===== src/vrc_pkg.sv =====
// package of constants and types for the value restore command block
package vrc_pkg;
  // command codes
  localparam logic [7:0] VRC_CMD_RESTORE  = 8'h0e;
  localparam logic [7:0] VRC_CMD_TRANSFER = 8'h0f;
  // parameter buffer byte offsets
  localparam int VRC_PAR_BLOCK  = 'h00;
  localparam int VRC_PAR_SEL    = 'h01;
  localparam int VRC_PAR_KEY    = 'h02;
  localparam int VRC_PAR_BYTES  = 8;
  // key selector fields
  localparam int VRC_SEL_KEYB_BIT   = 7;
  localparam int VRC_SEL_INLINE_BIT = 6;
  localparam int VRC_SLOT_W         = 6;
  localparam logic [5:0] VRC_SLOT_MAX = 6'h27;
  // register byte addresses
  localparam logic [7:0] VRC_ADDR_RESULT = 8'h00;
  localparam logic [7:0] VRC_ADDR_CMD    = 8'h04;
  localparam logic [7:0] VRC_ADDR_PAR0   = 8'h08;
  localparam logic [7:0] VRC_ADDR_PAR1   = 8'h0c;
  localparam logic [7:0] VRC_ADDR_KIDX   = 8'h10;
  localparam logic [7:0] VRC_ADDR_KLO    = 8'h14;
  localparam logic [7:0] VRC_ADDR_KHI    = 8'h18;
  localparam int VRC_BUSY_BIT = 8;
  // result codes and reset values
  localparam logic [7:0] VRC_RES_OK       = 8'h00;
  localparam logic [7:0] VRC_RES_BAD_CMD  = 8'h01;
  localparam logic [7:0] VRC_RES_BAD_SLOT = 8'h02;
  localparam logic [7:0] VRC_RES_AUTH     = 8'h03;
  localparam logic [7:0] VRC_RES_READ     = 8'h04;
  localparam logic [7:0] VRC_RES_NOT_VAL  = 8'h05;
  localparam logic [7:0] VRC_RES_TAG      = 8'h06;
  localparam logic [7:0] VRC_RESULT_RST   = 8'h00;
  localparam logic [7:0] VRC_CMD_RST      = 8'h00;
  // operations asked of the tag transceiver
  typedef enum logic [1:0] {VRC_OP_AUTH, VRC_OP_READ, VRC_OP_RESTORE, VRC_OP_TRANSFER} vrc_op_e;
endpackage


===== src/vrc_fmt_check.sv =====
// value-block format checker for one 16-byte tag block
`timescale 1ns/1ps
`default_nettype none
module vrc_fmt_check (
  input  wire logic [127:0] blk_in,
  output logic              ok_out
);
  logic [31:0] val;
  logic [7:0]  adr;
  // value, inverted value, value copy, then address byte four times with inversions
  assign val    = blk_in[31:0];
  assign adr    = blk_in[103:96];
  assign ok_out = (blk_in[63:32] == ~val) && (blk_in[95:64] == val) &&
                  (blk_in[111:104] == ~adr) && (blk_in[119:112] == adr) &&
                  (blk_in[127:120] == ~adr);
endmodule
`default_nettype wire


===== src/vrc_key_store.sv =====
// stored authentication key slots, written by software, read by slot number
`timescale 1ns/1ps
`default_nettype none
module vrc_key_store #(
  parameter int SLOTS = 40
) (
  input  wire logic        mclk_in,
  input  wire logic        rst_n_in,
  input  wire logic        wr_in,
  input  wire logic [5:0]  wr_slot_in,
  input  wire logic [47:0] wr_key_in,
  input  wire logic [5:0]  rd_slot_in,
  output logic      [47:0] rd_key_out
);
  logic [47:0] keys [SLOTS];

  if (SLOTS < 1 || SLOTS > 64) begin : g_chk
    $error("key store slot count out of range");
  end

  // combinational read, out-of-range slots read zero
  assign rd_key_out = (int'(rd_slot_in) < SLOTS) ? keys[rd_slot_in] : 48'h0;

  // slot write port
  always_ff @(posedge mclk_in or negedge rst_n_in) begin
    if (!rst_n_in) begin
      for (int i = 0; i < SLOTS; i++) keys[i] <= 48'h0;
    end else if (wr_in && int'(wr_slot_in) < SLOTS) begin
      keys[wr_slot_in] <= wr_key_in;
    end
  end
endmodule
`default_nettype wire


===== src/vrc_value_restore.sv =====
// value restore / transfer command engine with ahb-lite register slave
`timescale 1ns/1ps
`default_nettype none
module vrc_value_restore
  import vrc_pkg::*;
#(
  parameter int SLOTS = 40
) (
  input  wire logic                 mclk_in,
  input  wire logic                 rst_n_in,
  input  wire logic                 hsel_in,
  input  wire logic [7:0]           haddr_in,
  input  wire logic [1:0]           htrans_in,
  input  wire logic                 hwrite_in,
  input  wire logic [2:0]           hsize_in,
  input  wire logic [31:0]          hwdata_in,
  input  wire logic                 hready_in,
  output logic      [31:0]          hrdata_out,
  output logic                      hreadyout_out,
  output logic                      hresp_out,
  output logic                      tag_req_out,
  output vrc_pkg::vrc_op_e          tag_op_out,
  output logic      [7:0]           tag_block_out,
  output logic      [47:0]          tag_key_out,
  output logic                      tag_key_b_out,
  input  wire logic                 tag_ack_in,
  input  wire logic                 tag_err_in,
  input  wire logic [127:0]         tag_rdata_in
);
  import vrc_pkg::*;

  if (SLOTS != int'(VRC_SLOT_MAX) + 1) begin : g_chk
    $error("slot count must match the selector's valid slot range");
  end

  typedef enum logic [2:0] {S_IDLE, S_AUTH, S_READ, S_VALUE, S_DONE} vrc_state_e;

  // bus-side state
  logic [7:0]  par [VRC_PAR_BYTES];
  logic [7:0]  next_par [VRC_PAR_BYTES];
  logic        dph_wr, next_dph_wr;
  logic [7:0]  dph_addr, next_dph_addr;
  logic [31:0] hrdata, next_hrdata;
  logic [5:0]  kidx, next_kidx;
  logic [31:0] klo, next_klo;
  logic [15:0] khi, next_khi;
  logic        key_wr;
  logic        start, cmd_ok, slot_bad;

  // engine state
  vrc_state_e  state, next_state;
  logic [7:0]  cmd, next_cmd;
  logic [7:0]  result, next_result;
  logic [47:0] key, next_key;
  logic        key_b, next_key_b;
  logic        fmt_ok, next_fmt_ok;
  logic [47:0] slot_key;
  logic        blk_ok;
  logic        busy;

  assign busy          = (state != S_IDLE);
  assign hreadyout_out = 1'b1;
  assign hresp_out     = 1'b0;
  assign hrdata_out    = hrdata;

  // a command write in the data phase starts the engine when idle
  assign start    = dph_wr && dph_addr == VRC_ADDR_CMD && !busy;
  assign cmd_ok   = hwdata_in[7:0] == VRC_CMD_RESTORE || hwdata_in[7:0] == VRC_CMD_TRANSFER;
  assign slot_bad = !par[VRC_PAR_SEL][VRC_SEL_INLINE_BIT] &&
                    par[VRC_PAR_SEL][VRC_SLOT_W-1:0] > VRC_SLOT_MAX;
  assign key_wr   = dph_wr && dph_addr == VRC_ADDR_KHI && !busy;

  vrc_key_store #(.SLOTS(SLOTS)) u_keys (
    .mclk_in    (mclk_in),
    .rst_n_in   (rst_n_in),
    .wr_in      (key_wr),
    .wr_slot_in (kidx),
    .wr_key_in  ({hwdata_in[15:0], klo}),
    .rd_slot_in (par[VRC_PAR_SEL][VRC_SLOT_W-1:0]),
    .rd_key_out (slot_key)
  );

  vrc_fmt_check u_fmt (
    .blk_in (tag_rdata_in),
    .ok_out (blk_ok)
  );

  // ahb-lite slave: capture address phase, apply writes in data phase
  always_comb begin
    next_dph_wr   = 1'b0;
    next_dph_addr = dph_addr;
    next_hrdata   = hrdata;
    next_kidx     = kidx;
    next_klo      = klo;
    next_khi      = khi;
    for (int i = 0; i < VRC_PAR_BYTES; i++) next_par[i] = par[i];
    if (hsel_in && hready_in && htrans_in[1]) begin
      next_dph_wr   = hwrite_in;
      next_dph_addr = haddr_in;
      if (!hwrite_in) begin
        case ({haddr_in[7:2], 2'h0})
          VRC_ADDR_RESULT: next_hrdata = {23'h0, busy, result};
          VRC_ADDR_CMD:    next_hrdata = {24'h0, cmd};
          VRC_ADDR_PAR0:   next_hrdata = {par[3], par[2], par[1], par[0]};
          VRC_ADDR_PAR1:   next_hrdata = {par[7], par[6], par[5], par[4]};
          VRC_ADDR_KIDX:   next_hrdata = {26'h0, kidx};
          VRC_ADDR_KLO:    next_hrdata = klo;
          VRC_ADDR_KHI:    next_hrdata = {16'h0, khi};
          default:         next_hrdata = 32'h0;
        endcase
      end
    end
    // parameters are frozen while a command runs
    if (dph_wr && !busy) begin
      case (dph_addr)
        VRC_ADDR_PAR0: for (int i = 0; i < 4; i++) next_par[i] = hwdata_in[8*i +: 8];
        VRC_ADDR_PAR1: for (int i = 0; i < 4; i++) next_par[i+4] = hwdata_in[8*i +: 8];
        VRC_ADDR_KIDX: next_kidx = hwdata_in[5:0];
        VRC_ADDR_KLO:  next_klo = hwdata_in;
        VRC_ADDR_KHI:  next_khi = hwdata_in[15:0];
        default: ;
      endcase
    end
  end

  always_ff @(posedge mclk_in or negedge rst_n_in) begin
    if (!rst_n_in) begin
      dph_wr   <= 1'b0;
      dph_addr <= 8'h00;
      hrdata   <= 32'h0;
      kidx     <= 6'h00;
      klo      <= 32'h0;
      khi      <= 16'h0;
      for (int i = 0; i < VRC_PAR_BYTES; i++) par[i] <= 8'h00;
    end else begin
      dph_wr   <= next_dph_wr;
      dph_addr <= next_dph_addr;
      hrdata   <= next_hrdata;
      kidx     <= next_kidx;
      klo      <= next_klo;
      khi      <= next_khi;
      for (int i = 0; i < VRC_PAR_BYTES; i++) par[i] <= next_par[i];
    end
  end

  // command sequencer: authenticate, read and check (restore only), then restore or transfer
  always_comb begin
    next_state  = state;
    next_cmd    = cmd;
    next_result = result;
    next_key    = key;
    next_key_b  = key_b;
    next_fmt_ok = fmt_ok;
    case (state)
      S_IDLE: begin
        if (start) begin
          next_cmd    = hwdata_in[7:0];
          next_fmt_ok = 1'b0;
          next_key_b  = par[VRC_PAR_SEL][VRC_SEL_KEYB_BIT];
          if (par[VRC_PAR_SEL][VRC_SEL_INLINE_BIT]) begin
            next_key = {par[VRC_PAR_KEY+5], par[VRC_PAR_KEY+4], par[VRC_PAR_KEY+3],
                        par[VRC_PAR_KEY+2], par[VRC_PAR_KEY+1], par[VRC_PAR_KEY]};
          end else begin
            next_key = slot_key;
          end
          if (!cmd_ok) begin
            next_result = VRC_RES_BAD_CMD;
            next_state  = S_DONE;
          end else if (slot_bad) begin
            next_result = VRC_RES_BAD_SLOT;
            next_state  = S_DONE;
          end else begin
            next_state = S_AUTH;
          end
        end
      end
      S_AUTH: begin
        if (tag_ack_in) begin
          if (tag_err_in) begin
            next_result = VRC_RES_AUTH;
            next_state  = S_DONE;
          end else if (cmd == VRC_CMD_TRANSFER) begin
            next_state = S_VALUE;
          end else begin
            next_state = S_READ;
          end
        end
      end
      S_READ: begin
        if (tag_ack_in) begin
          if (tag_err_in) begin
            next_result = VRC_RES_READ;
            next_state  = S_DONE;
          end else if (!blk_ok) begin
            next_result = VRC_RES_NOT_VAL;
            next_state  = S_DONE;
          end else begin
            next_fmt_ok = 1'b1;
            next_state  = S_VALUE;
          end
        end
      end
      S_VALUE: begin
        if (tag_ack_in) begin
          next_result = tag_err_in ? VRC_RES_TAG : VRC_RES_OK;
          next_state  = S_DONE;
        end
      end
      S_DONE:  next_state = S_IDLE;
      default: next_state = S_IDLE;
    endcase
  end

  always_ff @(posedge mclk_in or negedge rst_n_in) begin
    if (!rst_n_in) begin
      state  <= S_IDLE;
      cmd    <= VRC_CMD_RST;
      result <= VRC_RESULT_RST;
      key    <= 48'h0;
      key_b  <= 1'b0;
      fmt_ok <= 1'b0;
    end else begin
      state  <= next_state;
      cmd    <= next_cmd;
      result <= next_result;
      key    <= next_key;
      key_b  <= next_key_b;
      fmt_ok <= next_fmt_ok;
    end
  end

  // tag request outputs, block index passed as an ordinal unchanged
  assign tag_req_out   = (state == S_AUTH) || (state == S_READ) || (state == S_VALUE);
  assign tag_block_out = par[VRC_PAR_BLOCK];
  assign tag_key_out   = key;
  assign tag_key_b_out = key_b;
  always_comb begin
    case (state)
      S_READ:  tag_op_out = VRC_OP_READ;
      S_VALUE: tag_op_out = (cmd == VRC_CMD_TRANSFER) ? VRC_OP_TRANSFER : VRC_OP_RESTORE;
      default: tag_op_out = VRC_OP_AUTH;
    endcase
  end
endmodule
`default_nettype wire


===== config.mk =====
export PLATFORM = sky130hd
export DESIGN_NAME = vrc_value_restore
export DESIGN_NICKNAME = d
export VERILOG_FILES = /design/src/vrc_pkg.sv /design/src/vrc_fmt_check.sv /design/src/vrc_key_store.sv /design/src/vrc_value_restore.sv
export SDC_FILE = /design/constraint.sdc
export NUM_CORES = 2
export LEC_CHECK = 0
export CAP_MARGIN = 0
export CORE_MARGIN = 2
export CORE_UTILIZATION = 45
export DETAILED_ROUTE_END_ITERATION = 10
export DONT_BUFFER_PORTS = 1
export SYNTH_ARGS = -nofsm -noshare
export SYNTH_HDL_FRONTEND = slang
export SYNTH_HIERARCHICAL = 1
export SYNTH_SLANG_ARGS = --single-unit
export TNS_END_PERCENT = 1

===== constraint.sdc =====
create_clock -name mclk_in -period 3.65 [get_ports mclk_in]
set_input_delay 0.1825 -clock mclk_in [delete_from_list [all_inputs] [get_ports mclk_in]]
set_output_delay 0.1825 -clock mclk_in [all_outputs]
set_load 0.03 [all_outputs]

-- Word level (Yosys, flattened, before mapping)
Cells that the tools add are included.
- magnitude comparators: 6
- equality and inequality tests: 30
- mux-type cells: 34
- bitwise operators: 5
- reduce and logical (&&, ||, !) cells: 32
- operators by type and width (cell ; number):
    $bwmux 1920 ; 1
    $bmux 48 s6 ; 1
    $demux 48 s6 ; 1
    $mux 48 ; 5
    $pmux 32 s7 ; 1
    $mux 8 ; 9
    $eq 32x32->1 ; 2
    $eq 8x4->1 const B ; 5
    $not 32->32 ; 1
    $pmux 8 s4 ; 1
    $mux 3 ; 10
    $eq 8x5->1 const B ; 3
    $eq 8x8->1 ; 3
    $eq 6x3->1 const B ; 3
    $ge 7x7->1 const B ; 2
    $logic_and 1x1->1 ; 14
    $not 6->7 ; 2
    $reduce_and 2->1 ; 7
    $eq 6x2->1 const B ; 2
    $lt 6x6->1 const B ; 2
    $pmux 3 s4 ; 1
    $ne 2x2->1 const B ; 5
    $eq 8x3->1 const B ; 1
    $not 8->8 ; 1
    17 further kinds ; 24
- flip-flop bits (word level): 2147
- bits of input ports: 180
- output and inout bits: 94
- logic and storage cells: 166

-- Depth between registers and ports, before layout
- depth in word-level cells: 10
- gate-level depth with buffers: 12
- depth with buffers taken out: 9

-- Hierarchy
Netlist, hierarchy kept.
- modules (own cells, without submodules) (module ; instances ; cells each ; area an instance (um2) ; sequential area each (um2)):
    vrc_key_store ; 1 ; 5628 ; 87207.4 ; 48046.1
    vrc_value_restore ; 1 ; 802 ; 9999.6 ; 5555.3
    vrc_fmt_check ; 1 ; 132 ; 912.1 ; 0.0

-- Worst setup path before layout
Ideal clock, no wire load.
- path type: flip-flop to flip-flop
- from: register state[2]
- to: register u_keys/keys[27] in the netlist's numbering
- library setup time: 0.125 ns
- arrival: 2.837 ns
- required time: 3.525 ns
- setup slack: 0.688 ns
- stages on the path, launching flop included: 12
- buffers on the path: 4
- period minus slack after synthesis: 2.962 ns
- cells stage by stage: dfrtp_1 buf_2 nor3_4 nand4_2 nor3b_4 buf_4 nor2b_1 nand3b_1 nor2_1 buf_2 buf_2 mux2_2
- word-level cells in the longest chain between the ends: 4
- ends and longest elaborated chain (item ; RTL line ; RTL):
    start, declared ; vrc_value_restore.sv:51 ; vrc_state_e state, next_state;
    start signal, assigned ; vrc_value_restore.sv:223 ; state <= next_state;
    $reduce_bool 3->1 ; vrc_value_restore.sv:61 ; assign busy = (state != S_IDLE);
    $logic_not 1->1 ; vrc_value_restore.sv:71 ; assign key_wr = dph_wr && dph_addr == VRC_ADDR_KHI && !busy;
    $logic_and 1x1->1 ; vrc_value_restore.sv:71 ;
    named net key_wr ; vrc_value_restore.sv:47 ; logic key_wr;
    $logic_and 1x1->1 ; vrc_key_store.sv:28 ; end else if (wr_in && int'(wr_slot_in) < SLOTS) begin
    end signal, assigned by index ; vrc_key_store.sv:29 ; keys[wr_slot_in] <= wr_key_in;
    end, declared ; vrc_key_store.sv:15 ; logic [47:0] keys [SLOTS];
The timed path passes the listed nets, and every way through them passes these cells.
A chain may end at the register's enable or synchronous reset.

-- Worst setup path after layout
- from: register state[2]
- to: register u_keys/keys[1047] in the netlist's numbering
- word-level cells in the longest chain between the ends: 4
- ends and longest elaborated chain (item ; RTL line):
    $reduce_bool 3->1 ; vrc_value_restore.sv:61
    $logic_not 1->1 ; vrc_value_restore.sv:71
    $logic_and 1x1->1 ; vrc_value_restore.sv:71
    $logic_and 1x1->1 ; vrc_key_store.sv:28
No other way between the ends.

==> impl_results.md <==
- Setup violators final: 0
- Data required time of the critical path: 4420 ps
- Clock Path Buffers: 3
- Synth unique cells: 74
- Hold Fails Final Rpt: 0
- Min Tclk post-route: 3560 ps
- Clk network pwr share: 0.459
- Hold Path Origin: hwdata_in[27]
- Crit path kind: reg2reg
- Reg2Reg Launch Point: state[2]$_DFFE_PN0P_
- Largest net degree at the start of global routing: 161
- Post-synthesis cell count: 6562
- FFs w/ async S/R, synth: 1.00
- Mapped Avg Cell Area: 15.0 um2
- Fin Setup TNS: 0 ps
- Die X: 471 um
- Global-route wire length before repair: 440 mm
- Total chip power: 0.0517 W
- Remaining antenna violation count: 0
- Yosys warning total: 6
- Fill cells: 18.1k
- Worst Path Max Fanout: 23
- CTS Buf Count: 222
- Post-synth EDFFs: 0
- Status: complete, no violations
- Pwr Density: 464 mW/mm2
- Comb pwr share: 0.068
- Clk slew on worst S/H paths: 60 ps
- Vias per Instance: 6.10
- Commonest non-fill, non-tap cell in the layout: dfrtp_1
- Layout cells sized above 1: 0.412
- DR pass1 iterations: 7
- Largest stage delay on the critical path: 570 ps
- RD Place Congestion: 0.916
- Final Net Count: 6717
- Vias in the first global route: 61.0k
- Die height: 471 um
- Synth Net Count: 6742
- Reg2reg path depth: 10
- Routed wire length per instance: 31.4 um
- Hold WC Path Type: in2reg
- Pins over their slew limit: 0
- R2R Setup Slk: 90 ps
- Max Clk Rate: 0.281 GHz
- Worst R2R End: u_keys/keys[1047]$_DFFE_PN0P_
- Register bit count reported by yosys: 2142
- Worst Hold Endpoint: par[35]$_DFFE_PN0P_
- Global Route Usage Sum: 0.272
- Mapped cell area: 0.0981 mm2
- Worst setup EP type: flip-flop
- CTS tree: done
- DIE AREA: 0.222 mm2
- CP arrival: 4320 ps
- Setup ws final: 93.5 ps
- Sequential Power Share: 0.473
- Commonest cells after routing, fill and taps aside: 2132 x dfrtp_1, 1613 x mux2_2, 427 x mux2i_1
- Final core occ: 0.514
- Register area: 0.0536 mm2
- Starting DRC count in detailed routing: 4864
- Startpoint types: flip-flop
- I/O pins: 274
- Multi-input combinational cell area: 0.0419 mm2
- Initial core utilization: 0.452
- Fin crit share: 0.974
- DP Worst Slack: 304 ps
- Max IR drop VDD: 0.569 mV
- Worst-path cell chain: nor3_4, nand4_2, nor3b_4, nand2b_1, nor2_1, buf_4, nand2_4, buf_4, mux2_1, dlygate4sd3_1
- Routed WL: 302 mm
- Sequential area share after synthesis: 0.546
- Final clock skew: 36.1 ps
- Initial antenna violation count: 24
- Max-capacitance violation count: 0
- Top_reg_cell synth: dfrtp_1
- Grt total ovfl: 0
- # DRC: 0
- Core area: 0.217 mm2
- Clk sinks: 2142
- CP dominant cell by count: buf_4
- WHS Path Cells: 2
- P_leak: 52.9 nW
- Sw frac: 0.240
- Max-slew headroom: 0.140
- Htree depth: 4
- Via Count: 58.6k
- Clk root buf: clkbuf_16
- Area Overhead vs Synth: 13.7%
- Pint: 0.0393 W
- CP max stage cell: dlygate4sd3_1
- Worst-Margin Slew: 1290 ps
- Switching Power: 0.0124 W
- Hpwl dp: 184 mm
- Later-pin clock latency in the skew report: 890 ps
- Worst Setup SP: state[2]$_DFFE_PN0P_
- # rows: 171
- Number of port buffers: 0
==> power by group through the flow <==
stage               registers (W)  logic, W  clock network, W
finish                     0.0245   0.00351            0.0237
detailed placement         0.0249   0.00321                 0
CTS                        0.0245   0.00352            0.0242
floorplan                  0.0247   0.00185                 0
global placement           0.0249   0.00318                 0
global route               0.0245   0.00374            0.0252
==> through the flow <==
step,area [um2],hold slack (ps),std cells
after global placement,103000,174,9074
after CTS,111000,16.7,9580
after detailed placement,103000,179,9074
after floorplan,98100,-113,6562
after global routing,112000,76.0,9598
final,112000,88.8,9607
==> metal layers <==
metal | global-route usage | share of wire | vias up | wire, um
li1 | - | - | 24200 | -
met2 | 0.428 | 0.46 | 1867 | 140000
met5 | 0 | 0.000023 | - | 7
met4 | 0.0941 | 0.038 | 2 | 11500
met3 | 0.0522 | 0.066 | 518 | 19800
met1 | 0.377 | 0.43 | 31900 | 130000
==> worst max-delay path by stage <==
stage	slack [ps]	end	cells past startpoint
finish	90	u_keys/keys[1047]$_DFFE_PN0P_	10
global route	-0.7	u_keys/keys[1049]$_DFFE_PN0P_	10
floorplan	690	u_keys/keys[27]$_DFFE_PN0P_	11
detailed placement	300	u_keys/keys[3]$_DFFE_PN0P_	8
CTS	90	u_keys/keys[1049]$_DFFE_PN0P_	10
global placement	360	u_keys/keys[5]$_DFFE_PN0P_	8
==> critical path, delay by kind of cell, from the launching register on <==
| kind | cells | cell delay (ps) |
|---|---|---|
| flops | 1 | 480 |
| buf+inv | 3 | 1110 |
| mux | 1 | 400 |
| simple gates | 6 | 1420 |
==> logic make-up after synthesis <==
family                    after synthesis  share of synthesized area
AOI/OAI and AO/OA                     506                     0.0367
DFF                                  2142                      0.546
xor gates and xnor gates               50                    0.00446
muxes                                2835                      0.362
and+or+nand+nor                       381                     0.0195
buffers and inverters                 646                     0.0309
other                                   2                  0.0000765
==> timing repair <==
action	in CTS	in global routing
setup buffers	0	2
hold buffers	91	0
endpoints found under the setup margin	0	3
gates resized for setup	0	0
endpoints found under the hold margin	2108	0
==> layout make-up <==
class | count | area share
timing repair buffer | 394 | 0.0423
clock buffer | 336 | 0.0599
sequential | 2142 | 0.481
inverter | 3 | 0.000101
tap | 2854 | 0.0320
clock inverter | 79 | 0.00916
multi-input combinational | 3774 | 0.375
antenna | 25 | 0.000561
==> flip-flops by register name (all words and copies together), names as in the netlist, 8 cells and up <==
signal         flops
u_keys/keys     1920
par               56
tag_key_out       48
hrdata_out        32
klo               32
khi               16
cmd                8
dph_addr           8
tag_block_out      8
==> synth_stat cells, types with 26 or more instances <==
cell type | n | area, um2
a211oi_1 | 48 | 360
a21oi_1 | 43 | 215
a22oi_1 | 96 | 721
buf_2 | 212 | 1060
buf_4 | 38 | 285
clkbuf_1 | 344 | 1290
dfrtp_1 | 2142 | 53600
mux2_1 | 404 | 4550
mux2_2 | 1613 | 18200
mux2_4 | 36 | 541
mux2i_1 | 427 | 4270
mux4_2 | 355 | 8000
nand2_1 | 177 | 664
nand3_1 | 27 | 135
nor2_1 | 67 | 251
o21ai_0 | 68 | 340
o21ai_1 | 54 | 270
o22ai_1 | 29 | 181
xor2_1 | 26 | 228
Power figures use the tool's default switching activity.
